$ cat src/typec_port_regs.svh
// constants for the type-c port control block
`ifndef TYPEC_PORT_REGS_SVH
`define TYPEC_PORT_REGS_SVH
`define ACC_NONE        3'h0
`define ACC_AUDIO       3'h4
`define ACC_DBG_UFP     3'h6
`define ACC_DBG_DFP     3'h7
`define CUR_DEFAULT     2'h0
`define CUR_MEDIUM      2'h1
`define CUR_HIGH        2'h2
`define TOGGLE_NS       100000
`define CLK_NS          100
`define TOGGLE_CYC      ((`TOGGLE_NS + `CLK_NS - 1) / `CLK_NS)
`define ADDR_BIT6_RST   1'b0
`endif

$ cat src/typec_port_pkg.sv
// types shared by the type-c port control block
package typec_port_pkg;
  typedef enum logic [1:0] {TERM_OPEN, TERM_RA, TERM_RD, TERM_RP} cc_term_t;
  typedef enum logic [1:0] {TRI_LOW, TRI_HIGH, TRI_FLOAT} tri_level_t;
  typedef struct packed {
    cc_term_t cc1;
    cc_term_t cc2;
  } cc_sense_t;
endpackage

$ cat src/cable_supply_ctrl.sv
// active-cable supply switch with fault latching
`timescale 1ns/1ps
`include "typec_port_regs.svh"
module cable_supply_ctrl (
  input  wire logic i_core_clk,
  input  wire logic i_rst_n,
  input  wire logic i_i2c_mode,     // 1 = register control
  input  wire logic i_attached_src, // attached as source, sink seen
  input  wire logic i_ra_unused,    // ra on the unused channel pin
  input  wire logic i_overcurrent,  // supply current limit tripped
  input  wire logic i_fault_clear,  // host clears the fault flag
  output logic      o_supply_on,
  output logic      o_fault_flag
);
  logic on_q, on_d;
  logic flt_q, flt_d;
  logic lock_q, lock_d;             // gpio lockout until reattach

  // next value of switch, flag and lockout
  always_comb begin
    flt_d  = flt_q;
    lock_d = lock_q;
    if (i_overcurrent && on_q && i_i2c_mode) begin
      flt_d = 1'b1;
    end else if (i_fault_clear) begin
      flt_d = 1'b0;
    end
    if (i_overcurrent && on_q && !i_i2c_mode) begin
      lock_d = 1'b1;
    end else if (!i_attached_src) begin
      lock_d = 1'b0;                 // cleared by detach
    end
    // on only as attached source with ra, off on detach or fault
    on_d = i_attached_src && i_ra_unused && !flt_d && !lock_d && !i_overcurrent;
  end

  // registers
  always_ff @(posedge i_core_clk or negedge i_rst_n) begin
    if (!i_rst_n) begin
      on_q   <= 1'b0;
      flt_q  <= 1'b0;
      lock_q <= 1'b0;
    end else begin
      on_q   <= on_d;
      flt_q  <= flt_d;
      lock_q <= lock_d;
    end
  end

  assign o_supply_on  = on_q;
  assign o_fault_flag = flt_q;

  property p_fault_holds_off;
    @(posedge i_core_clk) disable iff (!i_rst_n)
      flt_q |-> !on_q;
  endproperty
  a_fault_holds_off: assert property (p_fault_holds_off) else $error("supply on during fault");
  property p_lock_holds_off;
    @(posedge i_core_clk) disable iff (!i_rst_n)
      lock_q |-> !on_q;
  endproperty
  a_lock_holds_off: assert property (p_lock_holds_off) else $error("supply back on before reattach");
  property p_on_needs_src;
    @(posedge i_core_clk) disable iff (!i_rst_n)
      on_q |-> $past(i_attached_src) && $past(i_ra_unused);
  endproperty
  a_on_needs_src: assert property (p_on_needs_src) else $error("supply on without ra and source attach");
endmodule

$ cat src/typec_cc_port_ctrl.sv
// port control: attach, accessories, cable supply and open-drain outputs
`timescale 1ns/1ps
`include "typec_port_regs.svh"
module typec_cc_port_ctrl (
  input  wire logic                  i_core_clk,
  input  wire logic                  i_rst_n,
  input  wire typec_port_pkg::cc_sense_t  i_cc_sense,          // terminations seen on cc pins
  input  wire typec_port_pkg::tri_level_t i_role_pin,          // low sink, float dual, high source
  input  wire typec_port_pkg::tri_level_t i_bus_select_pin,    // float gpio, high/low i2c
  input  wire logic                  i_bus_power_sense_pin,    // bus supply present
  input  wire logic                  i_port_enable_n,          // high disables the port
  input  wire logic                  i_main_supply_rail,       // main supply good
  input  wire logic [1:0]            i_rp_level,               // advertised current from rp
  input  wire logic                  i_cable_overcurrent,      // cable supply current limit
  input  wire logic                  i_fault_clear,            // host write clears supply fault
  input  wire logic                  i_int_clear,              // host write clears pending
  output logic                       o_current_level_out_a_oe_n,
  output logic                       o_current_level_out_b_oe_n,
  output logic                       o_audio_detect_out_oe_n,  // also interrupt in i2c mode
  output logic                       o_attach_ident_out_oe_n,
  output logic                       o_cable_supply_fault_n_oe_n,
  output logic                       o_current_level_out_a_o,
  output logic                       o_current_level_out_b_o,
  output logic                       o_audio_detect_out_o,
  output logic                       o_attach_ident_out_o,
  output logic                       o_cable_supply_fault_n_o,
  output logic                       o_cable_supply_on,        // supply switch enable
  output logic                       o_cable_on_cc2,           // supply onto cc2 when set
  output logic                       o_present_source,         // rp when set, else rd
  output logic                       o_i2c_mode,
  output logic                       o_addr_bit6,
  output logic [2:0]                 o_accessory_status,
  output logic                       o_int_pending
);
  typedef enum logic [2:0] {ST_SHUTDOWN, ST_UNATT_SNK, ST_UNATT_SRC, ST_ATT_SNK,
                            ST_ATT_SRC, ST_AUDIO, ST_DEBUG} port_state_t;

  port_state_t      st_q, st_d;
  logic [15:0]      tog_q, tog_d;     // dual-role toggle timer
  logic [2:0]       acc_q, acc_d;     // accessory status
  logic [1:0]       cur_q, cur_d;     // detected current level
  logic             pend_q, pend_d;   // interrupt pending
  logic             i2c_q, i2c_d;     // control mode
  logic             a6_q, a6_d;       // address bit 6
  logic             dual_q, dual_d;   // dual-role sampled
  logic             src_only_q, src_only_d;
  logic             cc2_q, cc2_d;     // cable supply onto cc2
  logic             od_a_q, od_b_q, od_c_q, od_id_q, od_f_q; // pull-low requests
  logic             od_a_d, od_b_d, od_c_d, od_id_d, od_f_d;
  logic             sup_on, sup_flt, pres_q, pres_d; // pres: pull-ups shown, registered
  logic             active, disable_req;
  logic             rd_both, rp_both, ra_both, rd_one, rp_one, ra_cc1, ra_cc2;

  // terminations decode
  always_comb begin
    rd_both = i_cc_sense.cc1 == typec_port_pkg::TERM_RD && i_cc_sense.cc2 == typec_port_pkg::TERM_RD;
    rp_both = i_cc_sense.cc1 == typec_port_pkg::TERM_RP && i_cc_sense.cc2 == typec_port_pkg::TERM_RP;
    ra_both = i_cc_sense.cc1 == typec_port_pkg::TERM_RA && i_cc_sense.cc2 == typec_port_pkg::TERM_RA;
    rd_one  = (i_cc_sense.cc1 == typec_port_pkg::TERM_RD) != (i_cc_sense.cc2 == typec_port_pkg::TERM_RD);
    rp_one  = (i_cc_sense.cc1 == typec_port_pkg::TERM_RP) != (i_cc_sense.cc2 == typec_port_pkg::TERM_RP);
    ra_cc1  = i_cc_sense.cc1 == typec_port_pkg::TERM_RA;
    ra_cc2  = i_cc_sense.cc2 == typec_port_pkg::TERM_RA;
    disable_req = i_port_enable_n || !i_main_supply_rail;
  end

  // port state machine
  always_comb begin
    st_d       = st_q;
    tog_d      = tog_q;
    acc_d      = acc_q;
    cur_d      = cur_q;
    i2c_d      = i2c_q;
    a6_d       = a6_q;
    dual_d     = dual_q;
    src_only_d = src_only_q;
    cc2_d      = cc2_q;
    case (st_q)
      ST_SHUTDOWN: begin
        acc_d = `ACC_NONE;
        if (!disable_req) begin
          st_d       = ST_UNATT_SNK;
          dual_d     = i_role_pin == typec_port_pkg::TRI_FLOAT;
          src_only_d = i_role_pin == typec_port_pkg::TRI_HIGH;
          i2c_d      = i_bus_select_pin != typec_port_pkg::TRI_FLOAT;
          a6_d       = i_bus_select_pin == typec_port_pkg::TRI_HIGH;
          tog_d      = '0;
        end
      end
      ST_UNATT_SNK: begin
        tog_d = tog_q + 16'h0001;
        if (src_only_q) begin
          st_d = ST_UNATT_SRC;
        end else if (rp_both && i_bus_power_sense_pin) begin
          st_d  = ST_DEBUG;
          acc_d = `ACC_DBG_UFP;
        end else if (rp_one && i_bus_power_sense_pin) begin
          st_d  = ST_ATT_SNK;
          cur_d = i_rp_level;
        end else if (ra_both) begin
          st_d  = ST_AUDIO;
          acc_d = `ACC_AUDIO;
        end else if (dual_q && tog_q >= 16'(`TOGGLE_CYC)) begin
          st_d  = ST_UNATT_SRC;
          tog_d = '0;
        end
      end
      ST_UNATT_SRC: begin
        tog_d = tog_q + 16'h0001;
        if (rd_both) begin
          st_d  = ST_DEBUG;
          acc_d = `ACC_DBG_DFP;
        end else if (rd_one && !i_bus_power_sense_pin) begin
          st_d  = ST_ATT_SRC;
          cc2_d = ra_cc2;
        end else if (ra_both) begin
          st_d  = ST_AUDIO;
          acc_d = `ACC_AUDIO;
        end else if (dual_q && tog_q >= 16'(`TOGGLE_CYC)) begin
          st_d  = ST_UNATT_SNK;
          tog_d = '0;
        end
      end
      ST_ATT_SNK: begin
        cur_d = i_rp_level;
        if (!i_bus_power_sense_pin) begin
          st_d = ST_UNATT_SNK;
        end
      end
      ST_ATT_SRC: begin
        if (!rd_one && !rd_both) begin
          st_d = ST_UNATT_SRC;
        end
      end
      ST_AUDIO, ST_DEBUG: begin
        if (!ra_both && !rd_both && !rp_both) begin
          st_d  = src_only_q ? ST_UNATT_SRC : ST_UNATT_SNK;
          acc_d = `ACC_NONE;
        end
      end
      default: st_d = ST_SHUTDOWN;
    endcase
    if (disable_req) begin
      st_d = ST_SHUTDOWN;
    end
    if (st_d == ST_UNATT_SNK || st_d == ST_UNATT_SRC) begin
      cur_d = `CUR_DEFAULT;
    end
  end

  // state registers
  always_ff @(posedge i_core_clk or negedge i_rst_n) begin
    if (!i_rst_n) begin
      st_q       <= ST_SHUTDOWN;
      tog_q      <= '0;
      acc_q      <= `ACC_NONE;
      cur_q      <= `CUR_DEFAULT;
      i2c_q      <= 1'b0;
      a6_q       <= `ADDR_BIT6_RST;
      dual_q     <= 1'b0;
      src_only_q <= 1'b0;
      cc2_q      <= 1'b0;
    end else begin
      st_q       <= st_d;
      tog_q      <= tog_d;
      acc_q      <= acc_d;
      cur_q      <= cur_d;
      i2c_q      <= i2c_d;
      a6_q       <= a6_d;
      dual_q     <= dual_d;
      src_only_q <= src_only_d;
      cc2_q      <= cc2_d;
    end
  end

  // cable supply switch
  cable_supply_ctrl cable_supply_ctrl_inst (
    .i_core_clk     (i_core_clk),
    .i_rst_n        (i_rst_n),
    .i_i2c_mode     (i2c_q),
    .i_attached_src (st_q == ST_ATT_SRC),
    .i_ra_unused    (cc2_q ? ra_cc2 : ra_cc1),
    .i_overcurrent  (i_cable_overcurrent),
    .i_fault_clear  (i_fault_clear),
    .o_supply_on    (sup_on),
    .o_fault_flag   (sup_flt)
  );

  // interrupt pending and open-drain pull requests
  always_comb begin
    active = st_q == ST_ATT_SNK || st_q == ST_ATT_SRC || st_q == ST_AUDIO || st_q == ST_DEBUG;
    pend_d = pend_q;
    if (i2c_q && (acc_d != acc_q || cur_d != cur_q || (sup_flt && !od_f_q)
        || (st_d == ST_ATT_SNK || st_d == ST_ATT_SRC || st_d == ST_AUDIO || st_d == ST_DEBUG) != active)) begin
      pend_d = 1'b1;
    end else if (i_int_clear) begin
      pend_d = 1'b0;
    end
    od_id_d = st_q == ST_ATT_SRC;
    od_a_d  = !i2c_q && st_q == ST_ATT_SNK && cur_q != `CUR_DEFAULT;
    od_b_d  = !i2c_q && st_q == ST_ATT_SNK && cur_q == `CUR_HIGH;
    od_c_d  = i2c_q ? pend_d : (st_q == ST_AUDIO);
    od_f_d  = sup_flt;
    pres_d  = st_d == ST_UNATT_SRC || st_d == ST_ATT_SRC; // rp only while acting as source
  end

  // output registers
  always_ff @(posedge i_core_clk or negedge i_rst_n) begin
    if (!i_rst_n) begin
      pend_q  <= 1'b0;
      od_a_q  <= 1'b0;
      od_b_q  <= 1'b0;
      od_c_q  <= 1'b0;
      od_id_q <= 1'b0;
      od_f_q  <= 1'b0;
      pres_q  <= 1'b0;
    end else begin
      pend_q  <= pend_d;
      od_a_q  <= od_a_d;
      od_b_q  <= od_b_d;
      od_c_q  <= od_c_d;
      od_id_q <= od_id_d;
      od_f_q  <= od_f_d;
      pres_q  <= pres_d;
    end
  end

  // open drain: data always low, enable low only while pulling
  assign o_current_level_out_a_o     = 1'b0;
  assign o_current_level_out_b_o     = 1'b0;
  assign o_audio_detect_out_o        = 1'b0;
  assign o_attach_ident_out_o        = 1'b0;
  assign o_cable_supply_fault_n_o    = 1'b0;
  assign o_current_level_out_a_oe_n  = !od_a_q;
  assign o_current_level_out_b_oe_n  = !od_b_q;
  assign o_audio_detect_out_oe_n     = !od_c_q;
  assign o_attach_ident_out_oe_n     = !od_id_q;
  assign o_cable_supply_fault_n_oe_n = !od_f_q;
  assign o_cable_supply_on           = sup_on;
  assign o_cable_on_cc2              = cc2_q;
  assign o_present_source            = pres_q;
  assign o_i2c_mode                  = i2c_q;
  assign o_addr_bit6                 = a6_q;
  assign o_accessory_status          = acc_q;
  assign o_int_pending               = pend_q;

  property p_dbg_src;
    @(posedge i_core_clk) disable iff (!i_rst_n)
      (st_q == ST_UNATT_SRC && rd_both && !disable_req) |=> acc_q == `ACC_DBG_DFP;
  endproperty
  a_dbg_src: assert property (p_dbg_src) else $error("rd debug not reported");
  property p_dbg_snk;
    @(posedge i_core_clk) disable iff (!i_rst_n)
      (st_q == ST_UNATT_SNK && !src_only_q && rp_both && i_bus_power_sense_pin && !disable_req)
      |=> acc_q == `ACC_DBG_UFP;
  endproperty
  a_dbg_snk: assert property (p_dbg_snk) else $error("rp debug not reported");
  property p_shutdown;
    @(posedge i_core_clk) disable iff (!i_rst_n)
      disable_req |=> st_q == ST_SHUTDOWN ##1 (!o_present_source && !o_cable_supply_on);
  endproperty
  a_shutdown: assert property (p_shutdown) else $error("shutdown not entered");
  property p_int_low;
    @(posedge i_core_clk) disable iff (!i_rst_n)
      (i2c_q && pend_d) |=> !o_audio_detect_out_oe_n && pend_q;
  endproperty
  a_int_low: assert property (p_int_low) else $error("interrupt not pulled low");
  property p_int_release;
    @(posedge i_core_clk) disable iff (!i_rst_n)
      (i2c_q && !pend_q && !pend_d) |=> o_audio_detect_out_oe_n;
  endproperty
  a_int_release: assert property (p_int_release) else $error("interrupt not released");
  property p_unatt_off;
    @(posedge i_core_clk) disable iff (!i_rst_n)
      (st_q == ST_UNATT_SNK || st_q == ST_UNATT_SRC) ##1 (st_q != ST_ATT_SRC) |-> !o_cable_supply_on;
  endproperty
  a_unatt_off: assert property (p_unatt_off) else $error("cable supply on while unattached");
  property p_snk_detach;
    @(posedge i_core_clk) disable iff (!i_rst_n)
      (st_q == ST_ATT_SNK && !i_bus_power_sense_pin) |=> st_q != ST_ATT_SNK;
  endproperty
  a_snk_detach: assert property (p_snk_detach) else $error("sink kept after bus loss");
  property p_ident;
    @(posedge i_core_clk) disable iff (!i_rst_n)
      st_q == ST_ATT_SRC |=> !o_attach_ident_out_oe_n;
  endproperty
  a_ident: assert property (p_ident) else $error("ident not pulled on source attach");
  c_att_src: cover property (@(posedge i_core_clk) st_q == ST_ATT_SRC && o_cable_supply_on);
  c_att_snk: cover property (@(posedge i_core_clk) st_q == ST_ATT_SNK && cur_q == `CUR_HIGH);
  c_debug:   cover property (@(posedge i_core_clk) st_q == ST_DEBUG);
  c_fault:   cover property (@(posedge i_core_clk) sup_flt);
endmodule

$ cat config.mk
export PLATFORM = sky130hd
export DESIGN_NAME = typec_cc_port_ctrl
export DESIGN_NICKNAME = d
export VERILOG_FILES = /design/src/typec_port_pkg.sv /design/src/cable_supply_ctrl.sv /design/src/typec_cc_port_ctrl.sv
export VERILOG_INCLUDE_DIRS = /design/src
export SDC_FILE = /design/constraint.sdc
export NUM_CORES = 1
export LEC_CHECK = 0
export ABC_AREA = 0
export BUFFER_PORTS_ARGS = -buffer_cell sky130_fd_sc_hd__buf_2
export CELL_PAD_IN_SITES_DETAIL_PLACEMENT = 1
export CELL_PAD_IN_SITES_GLOBAL_PLACEMENT = 1
export CORE_UTILIZATION = 40
export DETAILED_ROUTE_END_ITERATION = 10
export GPL_ROUTABILITY_DRIVEN = 1
export HOLD_SLACK_MARGIN = 0.03
export PLACE_DENSITY = 0.78
export RECOVER_POWER = 100
export SYNTH_ARGS = -nofsm -noshare
export SYNTH_HDL_FRONTEND = slang
export SYNTH_HIERARCHICAL = 1
export SYNTH_SLANG_ARGS = --single-unit
$ cat constraint.sdc
create_clock -name i_core_clk -period 3.5 [get_ports i_core_clk]
set_clock_uncertainty 0.2 [all_clocks]
set_input_delay 0.175 -clock i_core_clk [delete_from_list [all_inputs] [get_ports i_core_clk]]
set_output_delay 0.175 -clock i_core_clk [all_outputs]
set_load 0.005 [all_outputs]
[Word level (Yosys, flattened, before mapping)]
Cells that the tools add are included.
Cells by class
  add/sub/neg operators: 1
  $lt $le $gt $ge: 1
  eq/ne operators: 29
  mux-type cells: 45
  bitwise operators: 2
  reduce and logical (&&, ||, !) cells: 56
Operators by type and width (number)
  $mux 16: 8
  $mux 3: 20
  $pmux 16 s3: 1
  $logic_and 1x1->1: 22
  $eq 3x3->1 const B: 6
  $pmux 3 s6: 1
  $add 16x1->16 const B: 1
  $ge 16x10->1 const B: 1
  $logic_not 1->1: 15
  $eq 2x2->1 const B: 6
  $eq 3x2->1 const B: 4
  $logic_or 1x1->1: 12
  $pmux 3 s4: 1
  $mux 2: 5
  $eq 2x1->1 const B: 4
  $mux 1: 8
  $eq 3x1->1 const B: 2
  $ne 2x2->1 const B: 2
  $pmux 2 s2: 1
  $reduce_and 2->1: 2
  $logic_not 3->1: 1
  $ne 1x1->1: 3
  $ne 3x3->1: 1
  $reduce_and 3->1: 1
  5 further kinds: 6
Storage, ports and cells
  register bits: 39
  input port bits: 18
  output and inout bits: 19
  logic and storage cells: 153

[Logic depth before layout (Yosys ltp)]
Gate-level depths: netlist (run 1).
  word-level depth: 19
  mapped depth: 12
  gate-level depth less buffers: 11

[By module]
Netlist (run 1), hierarchy kept.
Modules (own cells, without submodules)
  typec_cc_port_ctrl: times used 1, cells an instance 289, area each 2448.6 um^2, seq. area each 900.9 um^2
  cable_supply_ctrl: times used 1, cells an instance 11, area each 116.4 um^2, seq. area each 75.1 um^2

[Worst setup path after synthesis (run 1)]
OpenSTA, ideal clock, no wires.
  path kind: reg2reg
  from: reg tog_q[14]
  to: reg od_c_q
  library setup time: 0.132 ns
  arrival time: 2.305 ns
  data required time: 3.168 ns
  path slack: 0.862 ns
  stages on the path, launching flop included: 9
  path buffers: 0
  clock period less this slack: 2.638 ns
  path through: dfrtp_1 nor4_4 o211ai_1 a2111oi_4 a2111oi_4 xnor2_1 mux2_4 a211oi_2 a31oi_1
On the way
  longest elaborated chain between the ends: 19
  elaborated cells on any way between the ends: 32
  those cells by class: order compare (1); eq/ne (8); mux (14); reduce/logical (9)
Ends and longest elaborated chain
  start: declaration: line typec_cc_port_ctrl.sv:39  | logic [15:0] tog_q, tog_d;
  start signal: assignment: line typec_cc_port_ctrl.sv:164  | tog_q <= tog_d;
  $ge 16x10->1 *: line typec_cc_port_ctrl.sv:102, typec_cc_port_ctrl.sv:118
  $logic_and 1x1->1 *: line typec_cc_port_ctrl.sv:102, typec_cc_port_ctrl.sv:118
  $mux 3: line typec_cc_port_ctrl.sv:102  | end else if (dual_q && tog_q >= 16'(`TOGGLE_CYC)) begin
  $mux 3: line typec_cc_port_ctrl.sv:99  | end else if (ra_both) begin
  $mux 3: line typec_cc_port_ctrl.sv:96  | end else if (rp_one && i_bus_power_sense_pin) begin
  $mux 3: line typec_cc_port_ctrl.sv:93  | end else if (rp_both && i_bus_power_sense_pin) begin
  $mux 3: line typec_cc_port_ctrl.sv:91  | if (src_only_q) begin
  $pmux 3 s6 *: line typec_cc_port_ctrl.sv:77  | case (st_q)
  [3 not listed]
  $mux 2: line typec_cc_port_ctrl.sv:145  | if (st_d == ST_UNATT_SNK || st_d == ST_UNATT_SRC) begin
  $ne 2x2->1: line typec_cc_port_ctrl.sv:192  | if (i2c_q && (acc_d != acc_q || cur_d != cur_q || (sup_flt && !od_f_q)
  $logic_or 1x1->1 (2 in a row): line typec_cc_port_ctrl.sv:192
  $logic_or 1x1->1 *: line typec_cc_port_ctrl.sv:193  | || (st_d == ST_ATT_SNK || st_d == ST_ATT_SRC || st_d == ST_AUDIO || st_d == ST_DEBUG) != active)) begin
  $logic_and 1x1->1 *: line typec_cc_port_ctrl.sv:192
  $mux 1 *: line typec_cc_port_ctrl.sv:192
  $mux 1 *: line typec_cc_port_ctrl.sv:201  | od_c_d = i2c_q ? pend_d : (st_q == ST_AUDIO);
  via od_c_d: line typec_cc_port_ctrl.sv:49  | logic od_a_d, od_b_d, od_c_d, od_id_d, od_f_d;
  end signal: assignment: line typec_cc_port_ctrl.sv:212  | od_c_q <= 1'b0;
  end signal: assignment: line typec_cc_port_ctrl.sv:220  | od_c_q <= od_c_d;
  end: declaration: line typec_cc_port_ctrl.sv:48  | logic od_a_q, od_b_q, od_c_q, od_id_q, od_f_q;
The timed path passes the listed nets; every way through them passes the cells marked *.
A chain may end at the register's enable or synchronous reset.

[Final worst setup path (run 1)]
  from: reg tog_q[6]
  to: reg tog_q[10]
On the way
  longest elaborated chain between the ends: 8
  elaborated cells on any way between the ends: 11
  those cells by class: add/sub (1); order compare (1); mux (8); reduce/logical (1)
Ends and longest elaborated chain
  $ge 16x10->1: line typec_cc_port_ctrl.sv:102, typec_cc_port_ctrl.sv:118
  $logic_and 1x1->1: line typec_cc_port_ctrl.sv:102, typec_cc_port_ctrl.sv:118
  $mux 16: line typec_cc_port_ctrl.sv:102, typec_cc_port_ctrl.sv:118
  $mux 16: line typec_cc_port_ctrl.sv:115  | end else if (ra_both) begin
  $mux 16: line typec_cc_port_ctrl.sv:96
  $mux 16: line typec_cc_port_ctrl.sv:93
  $mux 16: line typec_cc_port_ctrl.sv:91
  $pmux 16 s3 *: line typec_cc_port_ctrl.sv:77
Mark *: on every way between the ends. The rest lies on a longest branch, timed or not.

==> results.md, run 1 <==
* Post-synth EDFFs at 0
* Full die area at slightly below 0.007 mm2
* PwrDens at 383.8 mW/mm2
* Number of I/O pins at 37
* Total congestion overflow at 0
* # resized after CTS at 0
* Startpoint class of the critical path: flop
* Setup violators final at 0
* Chip Width at between 80 and 90 um
* #FFs+latches synth at 39
* TritonCTS clock tree: built
* Top post-synthesis cells by area: dfrtp_1 38%, o21ai_0 5.1%, nor2_1 4.8%
* Fin crit period at around 3.0 ns
* Post-route ant nets at 0
* Design area at 0.002927 mm2
* Largest net degree at the start of global routing at 40
* Hold Worst Slack at 0.06067 ns
* CTS Root Cell: clkbuf_8
* Clk sinks at 39
* DR vias at ~2300
* Buffers from clock root to sink, at most at 2
* Crit Path Class: reg2reg
* Sequential share of the synthesized area at around two fifths
* Ys flop type: dfrtp_1
* Core ar. at 0.006061 mm2
* Fin. max-slew vios at 40
* Post-Route Setup TNS at 0 ns
* Worst Hold Class: in2reg
* Vias per Instance at 5.590
* Row cnt at 28
* Nets at 363
* Initial antenna violation count at 0
* Worst path required time at 3.47 ns
* Worst Max-Slew Pin Slew at approximately 2.1 ns
* Synth top area share at 38.05%
* Status: finished, violations left
* Initial Utilization at 42.32%
* Final wirelength at 6557 um
* RSZ-0062 raised after global routing: false
* Ant diodes at 0
* Pre-antenna DRT Iters at 4
* Drt first-iter violations at 109
* WP data arrival at 3.01 ns
* Max Cap Viol at 1
* Clock Pin Slew Worst Setup and Hold Paths at 0.08 ns
* Mapped Cells at 300
* Fillers at 750
* Worst r2r path cells at 9
* Gr usage total at approximately 22%
* Static Leakage at 1.237 nW
* Final period util at 86.87%
* Fin util at 48.29%
* Distinct cells, synth at 57
* Post-synthesis average cell area at 8.550 um2
* Vias in the first global route at about 2400
* Die Y at a little over 80 um
* Ys async rst share at 100.0%
* Worst Path Max Fanout at 12
* Warning count from the yosys run at 6
* F_max at approximately 0.33 GHz
* Clock Latency Late Sink at 0.30 ns
* Cells on Worst Hold Path at 4
* Placed inst area at ~0.0028 mm2
* Relative slew slack at -42.66%
* Failing checks: max-capacitance violations, max-slew violations
* Area Overhead vs Synth at 14.10%
* RD Place Congestion at 0.8562
* H-Tree Depth at 2
* Inserted Clock Buffers at 5
* Synthesized area at between 0.002 and 0.003 mm2
* # DRC at 0
* Final hold violations at 0
* Peak supply drop at 0.1866 mV
* Fraction of layout cells with a size suffix above 1 at 9.412%
* CP endpoint kind: flop
* Post-CTS Setup Bufs at 0
* Yosys top cell by area: dfrtp_1
* WL per Instance at about 16 um
* Port Buffers at 31
* Dpl hpwl at 4786 um
* Global-route wire length before repair at 11170 um
## report_power, final
group	switching, mW	internal [mW]	total [mW]	leakage, nW
Clock	0.164	0.209	0.373	0.0513
Sequential	0.0416	0.487	0.529	0.530
Combinational	0.128	0.0932	0.221	0.655
## stage by stage
stage                     power, mW  std cells  setup slack, ns
after detailed placement     0.7585        397           0.5025
after floorplan              0.6841        304           0.8625
after global routing          1.192        415           0.2354
final                         1.123        415           0.4594
after CTS                     1.142        415           0.5615
after global placement       0.7498        397           0.5746
## registers in the layout, summed over array words and instances, names as in the netlist, 2 cells and up
register,count
st_q,3
tog_q,16
o_accessory_status,3
cur_q,2
## cell type report
class	count	area, um2	area share, %
Tap cell	75	93.84	3.206
Multi-Input combinational cell	223	1395	47.67
Timing Repair Buffer	45	261.5	8.935
Clock inverter	1	30.03	1.026
Clock buffer	6	72.57	2.480
Inverter	26	97.59	3.335
Sequential cell	39	975.9	33.35
## worst paths after layout
kind	from	end	slack (ns)
max	tog_q[6]	tog_q[10]	0.46
min	i_bus_select_pin[0]	o_addr_bit6	0.06
max reg2reg	tog_q[6]	tog_q[10]	0.46
min reg2reg	cable_supply_ctrl_inst/o_fault_flag	od_f_q	0.21
max in group asynchronous	i_rst_n	tog_q[0]	1.03
min in group asynchronous	i_rst_n	od_id_q	0.84
## synth_stat cells, types with 2 or more instances
library cell / count
and2b_1: 2
nand4_1: 4
o22ai_1: 3
nor4_1: 7
buf_4: 8
mux2_2: 3
a21oi_1: 14
nor3_1: 11
o21a_1: 2
or3b_1: 2
o211ai_1: 4
dfrtp_1: 39
mux2i_1: 2
nand3_1: 16
nand3b_1: 2
xnor2_1: 8
nor2_1: 33
nand2b_1: 6
o31ai_1: 3
o21bai_1: 2
a31oi_1: 5
xor2_1: 4
inv_1: 25
and3_1: 2
or3_1: 2
nor2b_1: 4
o21ai_0: 26
and2_1: 4
nor3b_1: 2
nand2_1: 18
clkbuf_1: 6
a2111oi_4: 2
ha_1: 5
## critical path, stage by stage, from the launching register on
cell,delay [ns]
dfrtp_1,0.44
nand4_1,0.20
o211ai_1,0.40
nand3_1,0.17
nor3_1,0.20
o22a_1,0.16
clkbuf_1,0.39
and2_1,0.44
o22ai_1,0.16
o2bb2ai_1,0.15
## layer usage
metal / vias up / wire length, um / global-route usage [%]
li1: 1129 / - / -
met1: 1141 / 2868 / 25.27
met2: 38 / 3369 / 40.25
met3: 12 / 178 / 3.889
met4: 0 / 141 / 8.246
met5: - / 0 / 0
## logic make-up after synthesis
kind of cell	synth area share [%]
AND/OR/NAND/NOR	24.78
flip-flops	38.05
other	0.1462
AO/OA/AOI/OAI	20.15
buffers and inverters	7.658
multiplexers	2.683
XOR/XNOR	4.098
adder cells (fa/ha/maj)	2.439
## timing repair
item,CTS,global route
hold endpoints to repair,48,0
hold buffers,11,0
setup endpoints to repair,0,0
## cells in the final DEF (no fill, tap or decap), types with 3 or more instances in the layout
cell	n
xor2_1	4
nor3_1	11
clkbuf_8	5
nand3_1	16
a31oi_1	5
o22ai_1	3
nand2_1	18
buf_2	19
clkbuf_1	16
xnor2_1	8
nor4_1	7
mux2_2	3
nand2b_1	6
nand4_1	4
nor2b_1	4
o211ai_1	4
dfrtp_1	39
a21oi_1	15
inv_1	25
o21ai_0	26
and2_1	3
dlygate4sd3_1	11
o31ai_1	3
ha_1	5
nor2_1	33
conb_1	5
No activity file was read; power rests on OpenSTA's default activity.
==> run 2, diff against run 1 <==
Settings changed: CELL_PAD_IN_SITES_DETAIL_PLACEMENT 1 to unset, CELL_PAD_IN_SITES_GLOBAL_PLACEMENT 1 to unset, PLACE_DENSITY 0.78 to 0.62.
==> run 2 against run 1 <==
Compared with the run above:
- the run still ends with max-capacitance violations, max-slew violations left
- largest cell class unchanged
- register-to-register slack improved by 0.11 ns
- final area did not move
- die area did not move
- wire length fell by 14%
- clock power fell by 19%
- flip-flop and latch count did not move
- critical path depth fell by 2
- worst setup slack improved by 0.11 ns
- critical path type unchanged
- sequential share of layout area did not move
- first-iteration DRC count rose by 42%
==> results.md, run 2 (synthesis results as in run 1) <==
* RR Endpoint: od_c_q
* Fraction of layout cells with a size suffix above 1 at around a tenth
* Die Y at 82.08 um
* Final Non-Filler Cells at 417
* RSZ-0062 raised after global routing: false
* Fin. max-slew vios at 40
* Post-CTS Setup Bufs at 0
* Worst Max-Slew Pin Slew at about 2.1 ns
* Post-Route Setup TNS at 0 ns
* WL per Instance at roughly 13 um
* Max Cap Viol at 1
* Hold Path Sink: o_addr_bit6
* Cells on Worst Hold Path at 4
* Fin util at 48.29%
* Number of I/O pins at 37
* Worst Path Max Fanout at 16
* Final wirelength at between 5000 and 6000 um
* F_max at about 0.34 GHz
* Core ar. at approximately 0.0061 mm2
* M1 wire length at between 2000 and 3000 um
* Status: finished, violations left
* Top reg by flops: tog_q
* Setup slack after layout at 0.5707 ns
* DR vias at 2197
* Hold_sp: i_bus_select_pin[0]
* Total congestion overflow at 0
* Most frequent cells in the layout: 39 x dfrtp_1, 33 x nor2_1, 26 x o21ai_0
* Hold Worst Slack at 0.05388 ns
* Static Leakage at 1.236 nW
* CTS Root Cell: clkbuf_8
* Crit Path Class: reg2reg
* Inst Count DP at 397
* Dpl hpwl at 4093 um
* Vias in the first global route at 2114
* Drt first-iter violations at 155
* # DRC at 0
* Reg-to-Reg Start: st_q[1]
* Initial antenna violation count at 0
* Pre-antenna DRT Iters at 4
* Reg2Reg Setup Slack at 0.57 ns
* Inserted Clock Buffers at 5
* Relative slew slack at -41.96%
* # resized after CTS at 0
* Startpoint class of the critical path: flop
* Port Buffers at 31
* Area Overhead vs Synth at 14.10%
* WP data arrival at 2.90 ns
* Fin crit period at between 2 and 3 ns
* Peak supply drop at 0.1763 mV
* PwrDens at 357.1 mW/mm2
* Ant diodes at 0
* Top Metal Used: met4
* Clock Pin Slew Worst Setup and Hold Paths at 0.08 ns
* Setup violators final at 0
* RD Place Congestion at 0.8956
* Clock Latency Late Sink at between 0.2 and 0.3 ns
* Nets at about 360
* Commonest non-fill, non-tap cell in the layout: dfrtp_1
* Buffers from clock root to sink, at most at 2
* H-Tree Depth at 2
* Clk sinks at 39
* Worst r2r path cells at 7
* Final period util at 83.70%
* Post-route ant nets at 0
* Gr usage total at 18.27%
* Failing checks: max-capacitance violations, max-slew violations
* CP endpoint kind: flop
* DR WL met2 at roughly 2700 um
* Met3 routed WL at 159 um
* Global-route wire length before repair at 9418 um
* Row cnt at 28
* Chip Width at 82.08 um
* Full die area at between 0.006 and 0.007 mm2
* Largest net degree at the start of global routing at 40
* Hold buffers post-CTS at 12
* Worst path required time at 3.47 ns
* Worst Hold Class: in2reg
* Initial Utilization at a little over two fifths
* Final hold violations at 0
* Vias per Instance at 5.269
* TritonCTS clock tree: built
* Place WS at 0.5103 ns
* Largest register FFs at 16
[run 2: area by class of cell]
class	count	area (um2)
clock buffers	6	72.57
multi-input cells	223	1400
repair buffers	46	274.0
fillers	607	3134
clock inverters	2	12.51
well taps	75	93.84
inverters	26	97.59
flip-flops and latches	39	975.9
[run 2: worst max-delay path, cell delays in order, from the launching register on]
cell and delay [ns]:
dfrtp_1 0.63, or3b_1 0.52, a2111oi_4 0.37, a2111oi_4 0.09
xnor2_1 0.30, mux2_1 0.39, a211oi_2 0.19, a31oi_1 0.10
[run 2: through the flow]
| stage | power (mW) | instance area (um2) |
|---|---|---|
| floorplan | 0.6841 | 2580 |
| global placement | 0.7492 | 2753 |
| detailed placement | 0.7499 | 2753 |
| CTS | 1.071 | 2958 |
| global route | 1.119 | 2927 |
| finish | 1.045 | 2927 |
[run 2: per-layer routing]
| layer | global-route usage [%] | vias to the layer above |
|---|---|---|
| li1 | - | 1133 |
| met1 | 22.15 | 1016 |
| met2 | 32.56 | 40 |
| met3 | 3.556 | 8 |
| met4 | 5.088 | 0 |
| met5 | 0 | - |
[run 2: how the worst max path moves through the flow]
stage / startpoint / end / slack, ns
floorplan: tog_q[14] / od_c_q / 0.86
global placement: i_cc_sense[2] / od_c_q / 0.58
detailed placement: i_cc_sense[2] / od_c_q / 0.51
CTS: st_q[1] / od_c_q / 0.60
global route: st_q[1] / od_c_q / 0.42
finish: st_q[1] / od_c_q / 0.57
[run 2: power breakdown]
group	switching [mW]	internal [mW]	total (mW)
clock network	0.163	0.139	0.302
logic	0.122	0.0935	0.215
registers	0.0401	0.487	0.527
